===== config.mk =====
export PLATFORM = sky130hd
export DESIGN_NAME = pfc_host
export DESIGN_NICKNAME = d
export VERILOG_FILES = /design/src/rtl/pfc_pkg.sv /design/src/rtl/pfc_cyc_if.sv /design/src/rtl/pfc_host.sv /design/src/rtl/pfc_bus_cycle.sv
export VERILOG_INCLUDE_DIRS = /design/src /design/src/rtl
export SDC_FILE = /design/constraint.sdc
export NUM_CORES = 1
export LEC_CHECK = 0
export ABC_CLOCK_PERIOD_IN_PS = 3000
export BUFFER_PORTS_ARGS = -buffer_cell sky130_fd_sc_hd__buf_2
export CORE_AREA = 2 2 102 124
export DETAILED_ROUTE_END_ITERATION = 8
export DIE_AREA = 0 0 104 126
export PLACE_DENSITY = 0.75
export SLEW_MARGIN = 20
export SYNTH_ARGS = -nofsm -noshare
export SYNTH_HDL_FRONTEND = slang
export SYNTH_HIERARCHICAL = 1
export SYNTH_SLANG_ARGS = --single-unit

===== constraint.sdc =====
create_clock -name REF_CLK_I -period 3 [get_ports REF_CLK_I]
set_clock_uncertainty 0.2 [all_clocks]
set_input_delay 0.6 -clock REF_CLK_I [delete_from_list [all_inputs] [get_ports REF_CLK_I]]
set_output_delay 0.6 -clock REF_CLK_I [all_outputs]
set_load 0.005 [all_outputs]

===== src/rtl/pfc_cfg.svh =====
// timing, address and command constants for the parallel flash host controller
`ifndef PFC_CFG_SVH
`define PFC_CFG_SVH
`define PFC_UNLOCK_ADDR1 17'h05555
`define PFC_UNLOCK_ADDR2 17'h02aaa
`define PFC_UNLOCK_DATA1 8'haa
`define PFC_UNLOCK_DATA2 8'h55
`define PFC_CMD_PROGRAM 8'ha0
`define PFC_CMD_ERASE_SETUP 8'h80
`define PFC_CMD_SECTOR_ERASE 8'h30
`define PFC_CMD_CHIP_ERASE 8'h10
`define PFC_CMD_READ_RESET 8'hf0
`define PFC_CMD_AUTOSELECT 8'h90
`define PFC_ERASED_BYTE 8'hff
`define PFC_SECTOR_BYTES 512
`define PFC_SECTOR_COUNT 256
`define PFC_BOOT_SECTORS 16
`define PFC_BOOT_TOP_BASE 17'h1e000
`define PFC_POLL_BIT 7
`define PFC_TOGGLE_BIT 6
`define PFC_CLK_PERIOD_PS 5000
`define PFC_STROBE_LOW_PS 50000
`define PFC_STROBE_HIGH_PS 40000
`define PFC_READ_ACCESS_PS 100000
`define PFC_FLOAT_PS 30000
`define PFC_STROBE_LOW_CYC ((`PFC_STROBE_LOW_PS + `PFC_CLK_PERIOD_PS - 1) / `PFC_CLK_PERIOD_PS)
`define PFC_STROBE_HIGH_CYC ((`PFC_STROBE_HIGH_PS + `PFC_CLK_PERIOD_PS - 1) / `PFC_CLK_PERIOD_PS)
`define PFC_READ_ACCESS_CYC ((`PFC_READ_ACCESS_PS + `PFC_CLK_PERIOD_PS - 1) / `PFC_CLK_PERIOD_PS)
`define PFC_FLOAT_CYC ((`PFC_FLOAT_PS + `PFC_CLK_PERIOD_PS - 1) / `PFC_CLK_PERIOD_PS)
`endif


===== src/rtl/pfc_pkg.sv =====
// types for the parallel flash host controller
`default_nettype none
package pfc_pkg;
   typedef enum logic [2:0] {
      PFC_OP_READ,
      PFC_OP_PROGRAM,
      PFC_OP_SECTOR_ERASE,
      PFC_OP_CHIP_ERASE,
      PFC_OP_READ_RESET,
      PFC_OP_ID_ENTER,
      PFC_OP_ID_EXIT
   } pfc_op_e;
   typedef logic [16:0] pfc_addr_t;
   typedef logic [7:0] pfc_byte_t;
endpackage : pfc_pkg
`default_nettype wire


===== src/rtl/pfc_cyc_if.sv =====
// carrier between the sequencer and the bus cycle engine
`default_nettype none
interface pfc_cyc_if;
   logic req;
   logic is_write;
   logic [16:0] addr;
   logic [7:0] wdata;
   logic done;
   logic [7:0] rdata;
   modport seq (output req, output is_write, output addr, output wdata,
      input done, input rdata);
   modport eng (input req, input is_write, input addr, input wdata,
      output done, output rdata);
endinterface : pfc_cyc_if
`default_nettype wire


===== src/rtl/pfc_host.sv =====
// host controller that drives the parallel flash through its pins
// How it works
// RULE1 - sectors are fixed size; sector erase addresses any byte inside one
// RULE2 - boot region is sixteen sectors, top or bottom; host needs no special handling
// RULE3 - reads drive chip enable and output gate low together
// RULE4 - write strobe is high before and during every read
// RULE5 - device floats data once output gate or chip enable rises
// RULE6 - chip enable high means standby; host idles there
// RULE7 - program sends AA, 55, A0 unlock then target address and byte
// RULE8 - address is valid before the later falling strobe edge; the host changes it on the same clock edge as both strobes fall
// RULE9 - data is valid through the earlier rising strobe edge
// RULE10 - sector erase sends the six-cycle sequence ending 30H in the sector
// RULE11 - caller must erase before programming; bits only go toward zero
// RULE12 - host never issues a program while an erase is running
// RULE13 - erase end is found by polling and toggle bit together
// RULE14 - erased bytes read all ones; erase ends when poll bit reads one
// RULE15 - chip erase uses six cycles ending 10H at 5555H
// RULE16 - program end is when poll bit equals the loaded bit
// RULE17 - operation end is when toggle bit stops alternating
// RULE18 - id mode reads manufacturer at select low, device code at select high
// RULE19 - F0H write exits to read mode; unlock ending 90H enters id mode
`include "pfc_cfg.svh"
`default_nettype none
module pfc_host
   import pfc_pkg::*;
(
   // clock, reset and enable
   input wire logic REF_CLK_I,
   input wire logic RESET_I,
   input wire logic CLK_EN_I,
   // command port
   input wire logic CMD_VALID_I,
   output logic CMD_READY_O,
   input wire logic [2:0] CMD_OP_I,
   input wire logic [16:0] CMD_ADDR_I,
   input wire logic [7:0] CMD_DATA_I,
   output logic DONE_O,
   output logic [7:0] RDATA_O,
   output logic BUSY_O,
   // flash pins
   output logic FLASH_CE_N_O,
   output logic FLASH_OE_N_O,
   output logic FLASH_WE_N_O,
   output logic [16:0] FLASH_ADDR_O,
   output logic [7:0] FLASH_DQ_O,
   output logic FLASH_DQ_OE_O,
   input wire logic [7:0] FLASH_DQ_I
);
   typedef enum logic [2:0] {H_IDLE, H_SEND, H_POLL, H_READ, H_DONE} pfc_host_st_e;
   pfc_host_st_e st;
   pfc_op_e op;
   logic [2:0] step;
   logic [16:0] tgt_addr;
   logic [7:0] tgt_data;
   logic [7:0] prev_rd;
   logic have_prev;
   logic [7:0] rdata;
   logic [7:0] dq_s1, dq_s2, dq_s3;
   logic [7:0] dq_stable;
   pfc_cyc_if cyc ();

   // three-stage pin synchroniser; value accepted once stages two and three agree
   always_ff @(posedge REF_CLK_I or posedge RESET_I) begin
      if (RESET_I) begin
         dq_s1 <= 8'h00;
         dq_s2 <= 8'h00;
         dq_s3 <= 8'h00;
         dq_stable <= 8'h00;
      end else if (CLK_EN_I) begin
         dq_s1 <= FLASH_DQ_I;
         dq_s2 <= dq_s1;
         dq_s3 <= dq_s2;
         if (dq_s2 == dq_s3) dq_stable <= dq_s3;
      end
   end

   // number of write cycles per operation
   logic [2:0] n_writes;
   always_comb begin
      case (op)
         PFC_OP_PROGRAM: n_writes = 3'd4; // [RULE7]
         PFC_OP_SECTOR_ERASE: n_writes = 3'd6; // [RULE10]
         PFC_OP_CHIP_ERASE: n_writes = 3'd6; // [RULE15]
         PFC_OP_READ_RESET: n_writes = 3'd1; // [RULE19]
         PFC_OP_ID_ENTER: n_writes = 3'd3; // [RULE19]
         PFC_OP_ID_EXIT: n_writes = 3'd3; // [RULE19]
         default: n_writes = 3'd0;
      endcase
   end

   // address and data of each command step
   logic [16:0] step_addr;
   logic [7:0] step_data;
   wire last_step = (step == n_writes - 3'd1);
   always_comb begin
      step_addr = `PFC_UNLOCK_ADDR1;
      step_data = `PFC_UNLOCK_DATA1;
      case (step)
         3'd0: begin
            if (op == PFC_OP_READ_RESET) begin
               step_addr = tgt_addr;
               step_data = `PFC_CMD_READ_RESET;
            end
         end
         3'd1, 3'd4: begin
            step_addr = `PFC_UNLOCK_ADDR2;
            step_data = `PFC_UNLOCK_DATA2;
         end
         3'd2: begin
            case (op)
               PFC_OP_PROGRAM: step_data = `PFC_CMD_PROGRAM;
               PFC_OP_ID_ENTER: step_data = `PFC_CMD_AUTOSELECT;
               PFC_OP_ID_EXIT: step_data = `PFC_CMD_READ_RESET;
               default: step_data = `PFC_CMD_ERASE_SETUP;
            endcase
         end
         3'd3: begin
            if (op == PFC_OP_PROGRAM) begin
               step_addr = tgt_addr;
               step_data = tgt_data; // only clears bits; caller erases first [RULE11]
            end
         end
         3'd5: begin
            if (op == PFC_OP_SECTOR_ERASE) begin
               step_addr = tgt_addr; // any byte of the chosen sector [RULE1] [RULE10]
               step_data = `PFC_CMD_SECTOR_ERASE;
            end else begin
               step_data = `PFC_CMD_CHIP_ERASE; // [RULE15]
            end
         end
         default: begin
            step_addr = `PFC_UNLOCK_ADDR1;
            step_data = `PFC_UNLOCK_DATA1;
         end
      endcase
   end

   // completion test on a status read
   wire is_erase = (op == PFC_OP_SECTOR_ERASE) || (op == PFC_OP_CHIP_ERASE);
   wire [7:0] expect_byte = is_erase ? `PFC_ERASED_BYTE : tgt_data; // [RULE14]
   wire poll_ok = (cyc.rdata[`PFC_POLL_BIT] == expect_byte[`PFC_POLL_BIT]); // [RULE16]
   wire toggle_stopped = have_prev &&
      (cyc.rdata[`PFC_TOGGLE_BIT] == prev_rd[`PFC_TOGGLE_BIT]); // [RULE17]
   wire op_finished = poll_ok && toggle_stopped; // both methods must agree [RULE13]
   wire is_write_op = (op != PFC_OP_READ);

   // cycle requests to the engine
   assign cyc.req = (st == H_SEND) || (st == H_POLL) || (st == H_READ);
   assign cyc.is_write = (st == H_SEND);
   assign cyc.addr = (st == H_SEND) ? step_addr : tgt_addr;
   assign cyc.wdata = step_data;

   // command acceptance; one command at a time keeps programs out of a running erase
   assign CMD_READY_O = (st == H_IDLE); // [RULE12]
   assign BUSY_O = (st != H_IDLE);
   assign RDATA_O = rdata;

   // host command sequencer
   always_ff @(posedge REF_CLK_I or posedge RESET_I) begin
      if (RESET_I) begin
         st <= H_IDLE;
         op <= PFC_OP_READ;
         step <= 3'd0;
         tgt_addr <= 17'h00000;
         tgt_data <= 8'h00;
         prev_rd <= 8'h00;
         have_prev <= 1'b0;
         rdata <= 8'h00;
         DONE_O <= 1'b0;
      end else if (CLK_EN_I) begin
         DONE_O <= 1'b0;
         case (st)
            H_IDLE: begin
               if (CMD_VALID_I) begin
                  op <= pfc_op_e'(CMD_OP_I);
                  tgt_addr <= CMD_ADDR_I;
                  tgt_data <= CMD_DATA_I;
                  step <= 3'd0;
                  have_prev <= 1'b0;
                  st <= (CMD_OP_I == 3'(PFC_OP_READ)) ? H_READ : H_SEND;
               end
            end
            H_SEND: begin
               if (cyc.done) begin
                  step <= step + 3'd1;
                  if (last_step) begin
                     st <= (is_erase || op == PFC_OP_PROGRAM) ? H_POLL : H_DONE;
                  end
               end
            end
            H_POLL: begin
               if (cyc.done) begin
                  prev_rd <= cyc.rdata;
                  have_prev <= 1'b1;
                  if (op_finished) st <= H_DONE;
               end
            end
            H_READ: begin
               if (cyc.done) begin
                  rdata <= cyc.rdata; // id codes read here at select bit low/high [RULE18]
                  st <= H_DONE;
               end
            end
            H_DONE: begin
               DONE_O <= 1'b1;
               st <= H_IDLE;
            end
            default: st <= H_IDLE;
         endcase
         if (st == H_POLL && is_write_op && cyc.done) rdata <= cyc.rdata;
      end
   end

   // pin-level cycle engine
   pfc_bus_cycle u_cycle (
      .clk(REF_CLK_I),
      .rst(RESET_I),
      .ce(CLK_EN_I),
      .cyc(cyc),
      .chip_enable_n(FLASH_CE_N_O),
      .output_gate_n(FLASH_OE_N_O),
      .write_strobe_n(FLASH_WE_N_O),
      .addr(FLASH_ADDR_O),
      .dq_out(FLASH_DQ_O),
      .dq_oe(FLASH_DQ_OE_O),
      .dq_sync(dq_stable)
   );
endmodule : pfc_host
`default_nettype wire


===== src/rtl/pfc_bus_cycle.sv =====
// one read or write bus cycle on the flash pins
`include "pfc_cfg.svh"
`default_nettype none
module pfc_bus_cycle (
   // clock and reset
   input wire logic clk,
   input wire logic rst,
   input wire logic ce,
   // sequencer side
   pfc_cyc_if.eng cyc,
   // flash pins
   output logic chip_enable_n,
   output logic output_gate_n,
   output logic write_strobe_n,
   output logic [16:0] addr,
   output logic [7:0] dq_out,
   output logic dq_oe,
   input wire logic [7:0] dq_sync
);
   typedef enum logic [2:0] {S_IDLE, S_WLOW, S_WHIGH, S_RACC, S_RFLOAT} pfc_cyc_st_e;
   localparam logic [7:0] LOW_CYC = 8'(`PFC_STROBE_LOW_CYC);
   localparam logic [7:0] HIGH_CYC = 8'(`PFC_STROBE_HIGH_CYC);
   localparam logic [7:0] ACC_CYC = 8'(`PFC_READ_ACCESS_CYC + 3);
   localparam logic [7:0] FLT_CYC = 8'(`PFC_FLOAT_CYC);
   pfc_cyc_st_e st;
   logic [7:0] cnt;
   logic [7:0] rdata;
   wire cnt_zero = (cnt == 8'h00);
   assign cyc.rdata = rdata;
   assign cyc.done = ce && cnt_zero && (st == S_WHIGH || st == S_RFLOAT);
   // strobe sequencing; write strobe and chip enable fall on the same edge and rise on the same edge here
   always_ff @(posedge clk or posedge rst) begin
      if (rst) begin
         st <= S_IDLE;
         cnt <= 8'h00;
         chip_enable_n <= 1'b1;
         output_gate_n <= 1'b1;
         write_strobe_n <= 1'b1;
         addr <= 17'h00000;
         dq_out <= 8'h00;
         dq_oe <= 1'b0;
         rdata <= 8'h00;
      end else if (ce) begin
         if (!cnt_zero) cnt <= cnt - 8'h01;
         case (st)
            S_IDLE: begin
               if (cyc.req) begin
                  addr <= cyc.addr;
                  chip_enable_n <= 1'b0;
                  if (cyc.is_write) begin
                     output_gate_n <= 1'b1; // gate high inhibits device output
                     write_strobe_n <= 1'b0; // address taken on the later falling edge [RULE8]
                     dq_out <= cyc.wdata;
                     dq_oe <= 1'b1;
                     cnt <= LOW_CYC;
                     st <= S_WLOW;
                  end else begin
                     write_strobe_n <= 1'b1; // strobe stays high through a read [RULE4]
                     output_gate_n <= 1'b0; // both low to read [RULE3]
                     dq_oe <= 1'b0;
                     cnt <= ACC_CYC;
                     st <= S_RACC;
                  end
               end
            end
            S_WLOW: begin
               if (cnt_zero) begin
                  write_strobe_n <= 1'b1; // data taken on the earlier rising edge [RULE9]
                  chip_enable_n <= 1'b1;
                  cnt <= HIGH_CYC;
                  st <= S_WHIGH;
               end
            end
            S_WHIGH: begin
               if (cnt_zero) begin
                  dq_oe <= 1'b0;
                  st <= S_IDLE;
               end
            end
            S_RACC: begin
               if (cnt_zero) begin
                  rdata <= dq_sync;
                  output_gate_n <= 1'b1; // device floats its pins on this edge [RULE5]
                  chip_enable_n <= 1'b1; // standby between cycles [RULE6]
                  cnt <= FLT_CYC;
                  st <= S_RFLOAT;
               end
            end
            S_RFLOAT: begin
               if (cnt_zero) st <= S_IDLE;
            end
            default: st <= S_IDLE;
         endcase
      end
   end
endmodule : pfc_bus_cycle
`default_nettype wire


* Yosys cells after proc, flatten, opt, wreduce, memory -nomap -nowiden
Cells that the tools add are included.
** Storage, ports and cells
- Register bits :: 131
- Bits in latches :: 0
- Memory bits (writable) :: 0
- Bits in read-only memories :: 0
- Input bits :: 40
- Output and inout port bits :: 40
- Memories :: 0
** Cells by class
- Add/subtract/negate cells :: 3
- $mul :: 0
- Div/mod/pow operators :: 0
- Magnitude comparators :: 0
- Equality and inequality tests :: 35
- Shift-type cells :: 0
- Multiplexer cells :: 54
- Bitwise gates (word level) :: 0
- Reduce and logical (&&, ||, !) cells :: 46
** Operators with widths (number)
- $mux W8 :: 9
- $mux W17 :: 4
- $pmux W17 S4 :: 1
- $pmux W8 S5 :: 1
- $mux W3 :: 13
- $pmux W3 S4 :: 3
- $reduce_and A4 Y1 :: 7
- $eq A3 B2 Y1 const B :: 8
- $pmux W8 S3 :: 1
- $eq A3 B3 Y1 const B :: 7
- $pmux W7 S3 :: 1
- $reduce_bool A2 Y1 :: 8
- $reduce_and A3 Y1 :: 5
- $ne A2 B1 Y1 const B :: 7
- $eq A3 B1 Y1 const B :: 4
- $logic_not A3 Y1 :: 4
- $mux W1 :: 10
- $ne A2 B2 Y1 const B :: 5
- $pmux W1 S2 :: 5
- $reduce_or A2 Y1 :: 5
- $eq A8 B8 Y1 :: 1
- $logic_not A8 Y1 :: 1
- $sub A8 B1 Y8 const B :: 1
- $mux W7 :: 1
- other kinds (14) :: 26

* Longest topological paths before layout
Gate-level depths: netlist of the first run.
- Word-level depth :: 8
- Mapped depth :: 11
- Depth with buffers taken out :: 10

* Hierarchy
The synthesis of the first run kept the hierarchy.
** By module, submodules not included
- pfc_host :: instances 1, cells an instance 309, area each 3782.4 sq um, seq. area each 1926.8 sq um
- pfc_bus_cycle :: instances 1, cells an instance 224, area each 2331.0 sq um, seq. area each 1204.9 sq um

* Worst setup path after synthesis of the first run
No wires, ideal clock.
- Kind :: input to register
- Start point :: in CLK_EN_I
- End point :: reg rdata[0], in the netlist RDATA_O[0]
- Setup time :: 125 ps
- Arrival :: 2617 ps
- Data required time :: 2675 ps
- Slack :: 58 ps
- Stages :: 8
- Path buffers :: 3
- Path through :: clkbuf_1 > clkbuf_1 > buf_2 > and4_1 > mux2_4 > o21ai_4 > a2111oi_4 > mux2_2
** Between the ends
- Word-level cells in the longest chain between the ends :: 5
- Elaborated cells on any way between the ends :: 7
- Classes of those cells :: mux (1); reduce/logical (6)
** Ends and longest elaborated chain
- start: declaration :: line pfc_host.sv:30 : input wire logic CLK_EN_I,
- $logic_and A1 B1 Y1 (*) (2 in a row) :: line pfc_bus_cycle.sv:30 : assign cyc.done = ce && cnt_zero && (st == S_WHIGH || st == S_RFLOAT);
- via cyc.done :: line pfc_cyc_if.sv:8 : logic done;
- $logic_and A1 B1 Y1 :: line pfc_host.sv:210 : if (st == H_POLL && is_write_op && cyc.done) rdata <= cyc.rdata;
- $reduce_bool A2 Y1 (no source line)
- $reduce_and A3 Y1 (no source line)
- end signal: assignment :: line pfc_host.sv:200 : rdata <= cyc.rdata;
- end signal: assignment :: line pfc_host.sv:210
- end: declaration :: line pfc_host.sv:57 : logic [7:0] rdata;
Mark *: on every way through the listed nets, which the timed path passes. The rest lies on a longest branch.
A chain may end at the register's enable or synchronous reset.

* Worst setup path after layout of the first run
- Start point :: reg u_cycle.cnt[0]
- End point :: reg rdata[1], in the netlist RDATA_O[1]
** Between the ends
- Word-level cells in the longest chain between the ends :: 6
- Elaborated cells on any way between the ends :: 8
- Classes of those cells :: mux (1); reduce/logical (7)
** Ends and longest elaborated chain
- start: declaration :: line pfc_bus_cycle.sv:26 : logic [7:0] cnt;
- start signal: assignment :: line pfc_bus_cycle.sv:44 : if (!cnt_zero) cnt <= cnt - 8'h01;
- $logic_not A8 Y1 (*) :: line pfc_bus_cycle.sv:28 : wire cnt_zero = (cnt == 8'h00);
- $logic_and A1 B1 Y1 (*) (2 in a row) :: line pfc_bus_cycle.sv:30
- via cyc.done :: line pfc_cyc_if.sv:8
- $logic_and A1 B1 Y1 :: line pfc_host.sv:210
- $reduce_bool A2 Y1 (no source line)
- $reduce_and A3 Y1 (no source line)
Marks and branches as above.

==> results.py, run 1 <==
metrics = {
    "status": {
        "run_status": "completed",
    },
    "timing": {
        "setup-tns-final_ps": 0,
        "slew_viol_final": 0,
        "max_freq_ghz": 0.348,
        "hold_viol_final": 0,
        "min_period_ps": 2870,
        "final.period_utilization_pct": 95.7,
        "setup_viol": 0,
        "tightestPinTransition_ps": 838,
        "worst_slack_ps": 129,
        "max-slew-margin-rel_pct": 43.9,
    },
    "detailed_routing": {
        "wl_um": 13400,
        "drt_iter0_drc": 262,
        "detail-route-antenna-nets": 0,
        "route.detailed.drc": 0,
        "vias_per_cell": 5.55,
        "avgRoutedWirePerCell_um": 16.7,
        "vias": 4453,
        "first_pass_iters": 5,
    },
    "yosys": {
        "syn_nets": 581,
        "synth.avg_cell_area_um2": 11.5,
        "synth-edff-count": 0,
        "ys.flop_type": "dfrtp_1",
        "synth_cell_types": 71,
        "syn_inst": 533,
        "ys_top_cells_by_area": "dfrtp_1, mux2_2, nand2_1",
        "yosys_warnings": 6,
        "yosysMostFrequentCell": "dfrtp_1",
        "syn_area_um2": 6110,
        "ys_seq_area_share_pct": 51.2,
        "synth_top_area_share_pct": 49.9,
        "ys_ff_latch": 125,
        "synthTopCellsByCount": "dfrtp_1, mux2_2, nand2_1",
        "synth_top_cell_by_area": "dfrtp_1",
        "synth_async_sr_flop_share_pct": 100,
    },
    "worst_setup_path": {
        "startpoint_type": "flop",
        "crit_arrival_ps": 2970,
        "end_kind": "flop",
        "critical_path_required_ps": 3090,
        "critical-path-max-stage-delay_ps": 410,
        "slowest_stage": "dfrtp_1",
        "cp_cell_sequence": "inv_1 -> ha_1 -> nor4b_4 -> and2_1 -> and4_1 -> mux2_4 -> o21ai_4 -> a2111oi_4 -> buf_4 -> mux2_2",
        "crit_type": "flop to flop",
        "critPathMaxFanout": 8,
    },
    "cells_and_area": {
        "finalNetCount": 677,
        "drive_above_1_share_pct": 37.8,
        "diodes": 0,
        "area_growth_pct": 19.9,
        "fin_cells": 802,
        "regArea_um2": 3130,
        "fill_cells": 966,
        "multi_input_comb_area_um2": 2770,
    },
    "hold_path": {
        "hold_class": "input pin to async pin",
    },
    "grt": {
        "grt_max_degree": 49,
        "grt_pass1_vias": 4555,
        "grt_overflow": 0,
        "grt_first_pass_wirelength_um": 22300,
        "antenna_found_initial": 0,
        "grt_usage_pct": 21.6,
    },
    "floorplan": {
        "fp.dieArea_um2": 13100,
        "core_area_um2": 11900,
        "die_w_um": 104,
        "row_count": 44,
        "die_h_um": 126,
        "ios": 80,
        "initial_core_util_pct": 51.4,
    },
    "clock_tree": {
        "htree_levels": 4,
        "cts_buffers": 17,
        "clock_latency_ps": 410,
        "clk_pin_slew_worst_paths_ps": 50,
        "clock-sinks": 125,
        "cts_buffer_depth": 2,
        "cts_tree": "done",
        "cts_root_buf": "clkbuf_16",
        "cts_resized": 0,
    },
    "placement": {
        "hpwl_um": 9470,
        "place_congestion": 0.864,
        "port_buffers": 79,
        "pre_cts_ws_ps": 64.5,
        "dp_cells": 768,
    },
    "pwr": {
        "powerDensity_nw_per_um2": 862,
        "vdd_ir_drop_max_mv": 0.393,
        "p_leak_nw": 3.49,
    },
    "flow_run": {
        "maxCapViolations": 0,
    },
}
[sequential cells by signal, indices dropped and copies added, names as in the netlist, 8 cells and up]
register,flops
tgt_addr,17
dq_s1,8
RDATA_O,8
u_cycle/addr,17
dq_s2,8
dq_stable,8
u_cycle/cnt,8
u_cycle/cyc.rdata,8
u_cycle/dq_out,8
tgt_data,8
dq_s3,8
[path summary, 6_finish.rpt]
kind                             startpoint                to  slack [ps]  depth (start not counted)
setup reg to reg             u_cycle/cnt[0]        RDATA_O[1]         130                         10
hold / removal                      RESET_I       tgt_addr[6]          90                          2
min in group REF_CLK_I        CMD_ADDR_I[5]       tgt_addr[5]         220                          2
setup / recovery             u_cycle/cnt[0]        RDATA_O[1]         130                         10
hold reg to reg            u_cycle/addr[16]  u_cycle/addr[16]         270                          2
max in group asynchronous           RESET_I        RDATA_O[3]        1820                          3
[kinds of logic (layout without fill, tap and decap cells)]
group           Yosys count  after routing  synth area share, %
buf+inv                  45            153                 3.46
fa+ha+maj                 8              8                 1.64
simple gates            162            162                 14.1
mux                      91             91                 16.7
compound gates           88             88                 10.8
flops                   125            125                 51.2
xor+xnor                 14             14                 2.01
[where the power goes]
part	internal (W)	switching, W
clock network	0.00125	0.000725
registers	0.00217	0.000347
logic	0.000887	0.000937
[area by class of cell]
cell class / instances / share of cell area, %
clock buffer: 19 / 6.18
clock inverter: 12 / 1.66
inverter: 20 / 1.08
multi-input combinational: 363 / 37.8
sequential: 125 / 42.7
tap: 161 / 2.75
timing repair buffer: 102 / 7.75
[layout by cell type, fill, tap and decap left out, types with 3 or more instances in the layout]
| cell | Yosys | layout |
|---|---|---|
| a31oi_1 | 4 | 4 |
| clkinvlp_4 | 0 | 3 |
| xnor2_1 | 9 | 9 |
| ha_1 | 8 | 8 |
| nor3_1 | 7 | 7 |
| nand4_1 | 5 | 5 |
| o211ai_1 | 3 | 3 |
| nor2_1 | 19 | 18 |
| buf_4 | 3 | 23 |
| a211oi_1 | 3 | 3 |
| and2_1 | 5 | 5 |
| nand2_1 | 71 | 71 |
| nand2b_1 | 6 | 6 |
| a21o_1 | 9 | 9 |
| buf_2 | 11 | 79 |
| inv_1 | 18 | 16 |
| o21a_1 | 9 | 9 |
| a21oi_1 | 16 | 16 |
| clkbuf_16 | 0 | 17 |
| clkinv_2 | 0 | 7 |
| or3_1 | 5 | 5 |
| mux2i_1 | 4 | 4 |
| mux2_2 | 86 | 86 |
| nor3b_1 | 7 | 7 |
| o21ai_0 | 16 | 16 |
| dfstp_2 | 3 | 3 |
| dfrtp_1 | 122 | 122 |
| nand3_1 | 11 | 11 |
| xor2_1 | 5 | 5 |
| nor2b_1 | 6 | 6 |
[layer usage]
layer  GRT usage (%)  vias to the layer above  part of all wire (%)  wire [um]
li1                -                     2080                     -          -
met1            26.3                     2223                    42       5640
met2            37.3                      130                    52       7000
met3            4.81                       20                   4.3        571
met4            8.66                        0                   1.6        209
met5               0                        -                     0          0
[worst max-delay path: cells and delay by family (launching register included)]
family                   cells  cell delay [ps]
buffers and inverters        2              340
AO/OA/AOI/OAI                2              350
multiplexers                 2              550
flip-flops                   1              410
AND/OR/NAND/NOR              3              740
adder cells (fa/ha/maj)      1              180
[what timing repair did]
action                                  in CTS  in global routing
setup buffers                                0                  3
hold buffers                                 0                  0
endpoints found under the setup margin       0                  8
[per-stage QoR]
| step | hold WS, ps | area [um^2] | total power, W | util (%) |
|---|---|---|---|---|
| floorplan | 270 | 6110 | 0.00376 | - |
| global placement | 254 | 6730 | 0.00424 | 56.6 |
| detailed placement | 257 | 6730 | 0.00433 | 56.6 |
| CTS | 103 | 7300 | 0.00633 | 61.4 |
| global route | 147 | 7330 | 0.00668 | 61.6 |
| finish | 90.4 | 7330 | 0.00631 | 61.6 |
No activity file was read; power rests on OpenSTA's default activity.
==> run 2: changes to the inputs <==
==> constraint.sdc (replaced) <==
create_clock -name REF_CLK_I -period 3 [get_ports REF_CLK_I]
set_clock_uncertainty 0.2 [all_clocks]
set_input_delay 0.6 -clock REF_CLK_I [delete_from_list [all_inputs] [get_ports REF_CLK_I]]
set_output_delay 0.6 -clock REF_CLK_I [all_outputs]
set_load 0.05 [all_outputs]
==> run 2 against run 1 <==
  * Worst setup slack improved by 31 ps
  * Clock power rose by 14%
  * Global-route usage rose by 0.25 points
  * Register-to-register slack improved by 30 ps
  * First-iteration DRC count rose by 9.9%
  * Routed wire length rose by 0.83%
  * Utilization rose by 0.62 points
  * Cell area rose by 1.0%
  * Sequential cell count did not move
  * Critical path type unchanged
  * Largest cell class unchanged
==> results.py, run 2 (same netlist as run 1, synthesis figures left out) <==
metrics = {
    "cells_and_area": {
        "fin_cells": 803,
        "drive_above_1_share_pct": 37.7,
        "fin_area_um2": 7400,
        "diodes": 0,
        "finalNetCount": 677,
        "reg_top3": "tgt_addr (17), u_cycle/addr (17)",
        "area_growth_pct": 21.1,
        "final_cell_mix": "dfrtp_1, mux2_2, buf_2",
        "layout_commonest_cell": "dfrtp_1",
    },
    "worst_setup_path": {
        "rrSetupSlack_ps": 160,
        "endpoint": "RDATA_O[7]",
        "startpoint_type": "flop",
        "end_kind": "flop",
        "crit_start": "u_cycle/cnt[0]",
        "worstRegToRegCells": 10,
        "critical_path_required_ps": 3090,
        "critPathMaxFanout": 8,
        "crit_type": "flop to flop",
        "r2r_end": "RDATA_O[7]",
        "r2r_start": "u_cycle/cnt[0]",
        "crit_arrival_ps": 2930,
    },
    "timing": {
        "min_period_ps": 2840,
        "max-slew-margin-rel_pct": 43.7,
        "worst_slack_ps": 160,
        "tightestPinTransition_ps": 840,
        "max_freq_ghz": 0.352,
        "hold_viol_final": 0,
        "slew_viol_final": 0,
        "final.period_utilization_pct": 94.7,
        "setup-tns-final_ps": 0,
        "rsz0062_at_grt": "no",
        "setup_viol": 0,
    },
    "placement": {
        "place_area_um2": 6740,
        "hpwl_um": 9330,
        "dp_cells": 769,
        "pre_cts_ws_ps": 82.1,
        "port_buffers": 79,
        "place_congestion": 0.858,
    },
    "floorplan": {
        "row_count": 44,
        "die_h_um": 126,
        "core_area_um2": 11900,
        "initial_core_util_pct": 51.4,
        "fp.dieArea_um2": 13100,
        "die_w_um": 104,
        "ios": 80,
    },
    "detailed_routing": {
        "avgRoutedWirePerCell_um": 16.9,
        "route.detailed.drc": 0,
        "wl_um": 13500,
        "vias": 4377,
        "first_pass_iters": 5,
        "drt_iter0_drc": 288,
        "vias_per_cell": 5.45,
        "detail-route-antenna-nets": 0,
    },
    "clock_tree": {
        "htree_levels": 4,
        "cts_buffer_depth": 2,
        "cts_resized": 0,
        "cts_tree": "done",
        "clock_latency_ps": 420,
        "clk_pin_slew_worst_paths_ps": 60,
        "cts_root_buf": "clkbuf_16",
        "cts_buffers": 17,
        "clock-sinks": 125,
    },
    "pwr": {
        "p_leak_nw": 3.52,
        "total_power_w": 0.00709,
        "powerDensity_nw_per_um2": 958,
        "vdd_ir_drop_max_mv": 0.452,
    },
    "grt": {
        "grt_first_pass_wirelength_um": 22600,
        "grt_pass1_vias": 4542,
        "grt_overflow": 0,
        "grt_max_degree": 49,
        "grt_usage_pct": 21.8,
        "antenna_found_initial": 0,
    },
    "flow_run": {
        "maxCapViolations": 0,
    },
    "status": {
        "run_status": "completed",
    },
    "hold_path": {
        "hold_class": "input pin to async pin",
    },
}
[run 2: final cells by class]
| class | instances | area, um^2 |
|---|---|---|
| Clock buffer | 18 | 429 |
| Clock inverter | 14 | 219 |
| Fill cell | 998 | 4490 |
| Inverter | 20 | 78.8 |
| Multi-Input combinational cell | 363 | 2770 |
| Sequential cell | 125 | 3130 |
| Tap cell | 161 | 201 |
| Timing Repair Buffer | 102 | 568 |
[run 2: layer usage]
layer	vias up	wire length (um)	GRT usage, %
met5	-	0	0
met1	2167	5590	26.5
li1	2085	-	-
met2	104	7030	37.6
met4	0	265	8.43
met3	21	651	5.43
[run 2: worst max-delay path: stages, from the launching register on]
cell and delay [ps]:
dfrtp_1 410, inv_1 120, ha_1 170, nor4b_4 210
and2_1 180, and4_1 290, mux2_4 200, o21ai_4 70
a2111oi_4 320, buf_4 220, mux2_2 350
[run 2: worst min path at each step]
stage	start	to	slack, ps	depth (start not counted)
after global placement	u_cycle/addr[1]	u_cycle/addr[1]	250	2
final	RESET_I	tgt_addr[13]	100	2
after CTS	RESET_I	tgt_addr[5]	110	2
after detailed placement	u_cycle/addr[16]	u_cycle/addr[16]	260	2
after global routing	RESET_I	tgt_addr[2]	160	2
after floorplan	tgt_addr[15]	tgt_addr[15]	270	1
[run 2: power by group]
part	leakage (nW)	total [W]	internal, W	switching [W]
clock	0.310	0.00224	0.00148	0.000762
combinational	1.63	0.00233	0.000885	0.00144
sequential	1.59	0.00252	0.00217	0.000355
[run 2: through the flow]
| step | hold slack, ps | util [%] |
|---|---|---|
| global placement | 254 | 56.7 |
| global route | 155 | 62.2 |
| CTS | 111 | 62.1 |
| floorplan | 272 | - |
| detailed placement | 257 | 56.7 |
| finish | 99.0 | 62.2 |
[run 2: timing repair]
action                     in CTS  in global routing
setup endpoints to repair       0                  8
buffers inserted                0                  2
hold buffers                    0                  0
hold endpoints to repair        0                  0
==> run 3: changes to the inputs <==
==> constraint.sdc (replaced) <==
create_clock -name REF_CLK_I -period 3 [get_ports REF_CLK_I]
set_clock_uncertainty 0.2 [all_clocks]
set_input_delay 0.15 -clock REF_CLK_I [delete_from_list [all_inputs] [get_ports REF_CLK_I]]
set_output_delay 0.15 -clock REF_CLK_I [all_outputs]
set_load 0.05 [all_outputs]
==> run 3 against run 2 <==
  * Combinational power about the same
  * Clock power rose by 3%
  * Non-clock buffer count up 30
  * Cell count up 3.7%
  * Largest cell class unchanged
==> results.py, run 3 (same netlist as run 1, synthesis figures left out) <==
metrics = {
    "floorplan": {
        "core_area_um2": 11900,
        "initial_core_util_pct": 51.4,
        "ios": 80,
        "die_h_um": 126,
        "row_count": 44,
        "fp.dieArea_um2": 13100,
        "die_w_um": 104,
    },
    "clock_tree": {
        "cts_root_buf": "clkbuf_16",
        "cts_buffer_depth": 2,
        "cts_setup_buffers": 0,
        "clock_latency_ps": 410,
        "cts_resized": 0,
        "cts_buffers": 17,
        "clock-sinks": 125,
        "htree_levels": 4,
        "cts_tree": "done",
        "holdBufCountCts": 38,
        "clk_pin_slew_worst_paths_ps": 60,
    },
    "status": {
        "run_status": "completed",
    },
    "detailed_routing": {
        "first_pass_iters": 4,
        "wl_met3_um": 579,
        "detail-route-antenna-nets": 0,
        "wl_um": 14100,
        "vias": 4589,
        "drt_iter0_drc": 268,
        "vias_per_cell": 5.51,
        "route.detailed.drc": 0,
        "top_layer_used": "met4",
        "met2WireLength_um": 7530,
        "wl_met1_um": 5710,
        "avgRoutedWirePerCell_um": 17.0,
    },
    "worst_setup_path": {
        "critPathTopFamily": "simple AND/OR/NAND/NOR gates",
        "critPathMaxFanout": 8,
        "path_buf_inv": 2,
        "slowest_stage": "dfrtp_1",
        "critical_path_required_ps": 3090,
        "crit_cells": 10,
        "cp_cell_sequence": "inv_1 -> ha_1 -> nor4b_4 -> and2_1 -> and4_1 -> mux2_4 -> o21ai_4 -> a2111oi_4 -> buf_4 -> mux2_2",
        "r2r_start": "u_cycle/cnt[0]",
        "crit_start": "u_cycle/cnt[0]",
        "worstRegToRegCells": 10,
        "end_kind": "flop",
        "crit_type": "flop to flop",
        "r2r_end": "RDATA_O[1]",
        "critical-path-max-stage-delay_ps": 420,
        "crit_arrival_ps": 2960,
        "rrSetupSlack_ps": 140,
        "startpoint_type": "flop",
    },
    "cells_and_area": {
        "fill_cells": 902,
        "final_cell_mix": "dfrtp_1, mux2_2, buf_2",
        "layout_commonest_cell": "dfrtp_1",
        "fin_area_um2": 7750,
        "finish.utilization_pct": 65.1,
        "diodes": 0,
        "reg_top3": "tgt_addr (17), u_cycle/addr (17)",
        "drive_above_1_share_pct": 34.8,
        "finalNetCount": 707,
        "area_growth_pct": 26.7,
    },
    "timing": {
        "min_period_ps": 2860,
        "final.period_utilization_pct": 95.4,
        "tightestPinTransition_ps": 883,
        "max_freq_ghz": 0.349,
        "max-slew-margin-rel_pct": 41.0,
        "setup-tns-final_ps": 0,
        "hold_viol_final": 0,
        "setup_viol": 0,
        "slew_viol_final": 0,
        "hold_ws_ps": 42.7,
        "rsz0062_at_grt": "no",
    },
    "placement": {
        "hpwl_um": 9470,
        "port_buffers": 79,
        "place_area_um2": 6690,
        "place_congestion": 0.874,
    },
    "pwr": {
        "vdd_ir_drop_max_mv": 0.481,
        "total_power_w": 0.00717,
        "powerDensity_nw_per_um2": 926,
        "p_leak_nw": 3.65,
    },
    "grt": {
        "grt_pass1_vias": 4956,
        "grt_first_pass_wirelength_um": 23900,
        "grt_usage_pct": 23.1,
        "grt_max_degree": 49,
        "antenna_found_initial": 0,
        "grt_overflow": 0,
    },
    "hold_path": {
        "hold_path_end": "dq_s2[1]",
        "hp-start": "CLK_EN_I",
        "min_path_cells": 2,
        "hold_class": "input pin to flop",
    },
    "flow_run": {
        "maxCapViolations": 0,
    },
}
## run 3: through the flow
step | setup slack (ps) | cells
floorplan | 237 | 533
detailed placement | 197 | 763
global placement | 322 | 763
global route | 29.5 | 833
CTS | 161 | 833
finish | 138 | 833
## run 3: layout make-up
cell class | count | area (um^2) | share of cell area (%)
multi-input cells | 363 | 2770 | 35.8
well taps | 161 | 201 | 2.60
clock inverters | 14 | 243 | 3.13
clock buffers | 18 | 429 | 5.54
flip-flops and latches | 125 | 3130 | 40.4
inverters | 20 | 80.1 | 1.03
repair buffers | 132 | 888 | 11.5
## run 3: power by group
| group | leakage (nW) | switching [W] | internal, W | total (W) |
|---|---|---|---|---|
| clock network | 0.316 | 0.000748 | 0.00156 | 0.00231 |
| registers | 1.59 | 0.000353 | 0.00217 | 0.00252 |
| logic | 1.75 | 0.00145 | 0.000892 | 0.00234 |
## run 3: worst max path at each step
stage                  to  slack, ps
2_1_floorplan  RDATA_O[0]        240
3_3_place_gp   RDATA_O[5]        320
3_5_place_dp   RDATA_O[0]        200
4_1_cts        RDATA_O[1]        160
5_1_grt        RDATA_O[0]         30
6_report       RDATA_O[1]        140
## run 3: worst register-to-register path: stages, from the launching register on
cell and delay, ps:
dfrtp_1 420, inv_1 140, ha_1 180, nor4b_4 280, and2_1 190, and4_1 290
mux2_4 200, o21ai_4 70, a2111oi_4 190, buf_4 220, mux2_2 360
## run 3: routing by layer
layer / global-route usage, % / vias up
met5: 0 / -
met4: 10.5 / 0
met3: 5.33 / 27
met2: 40.8 / 120
met1: 26.7 / 2302
li1: - / 2140
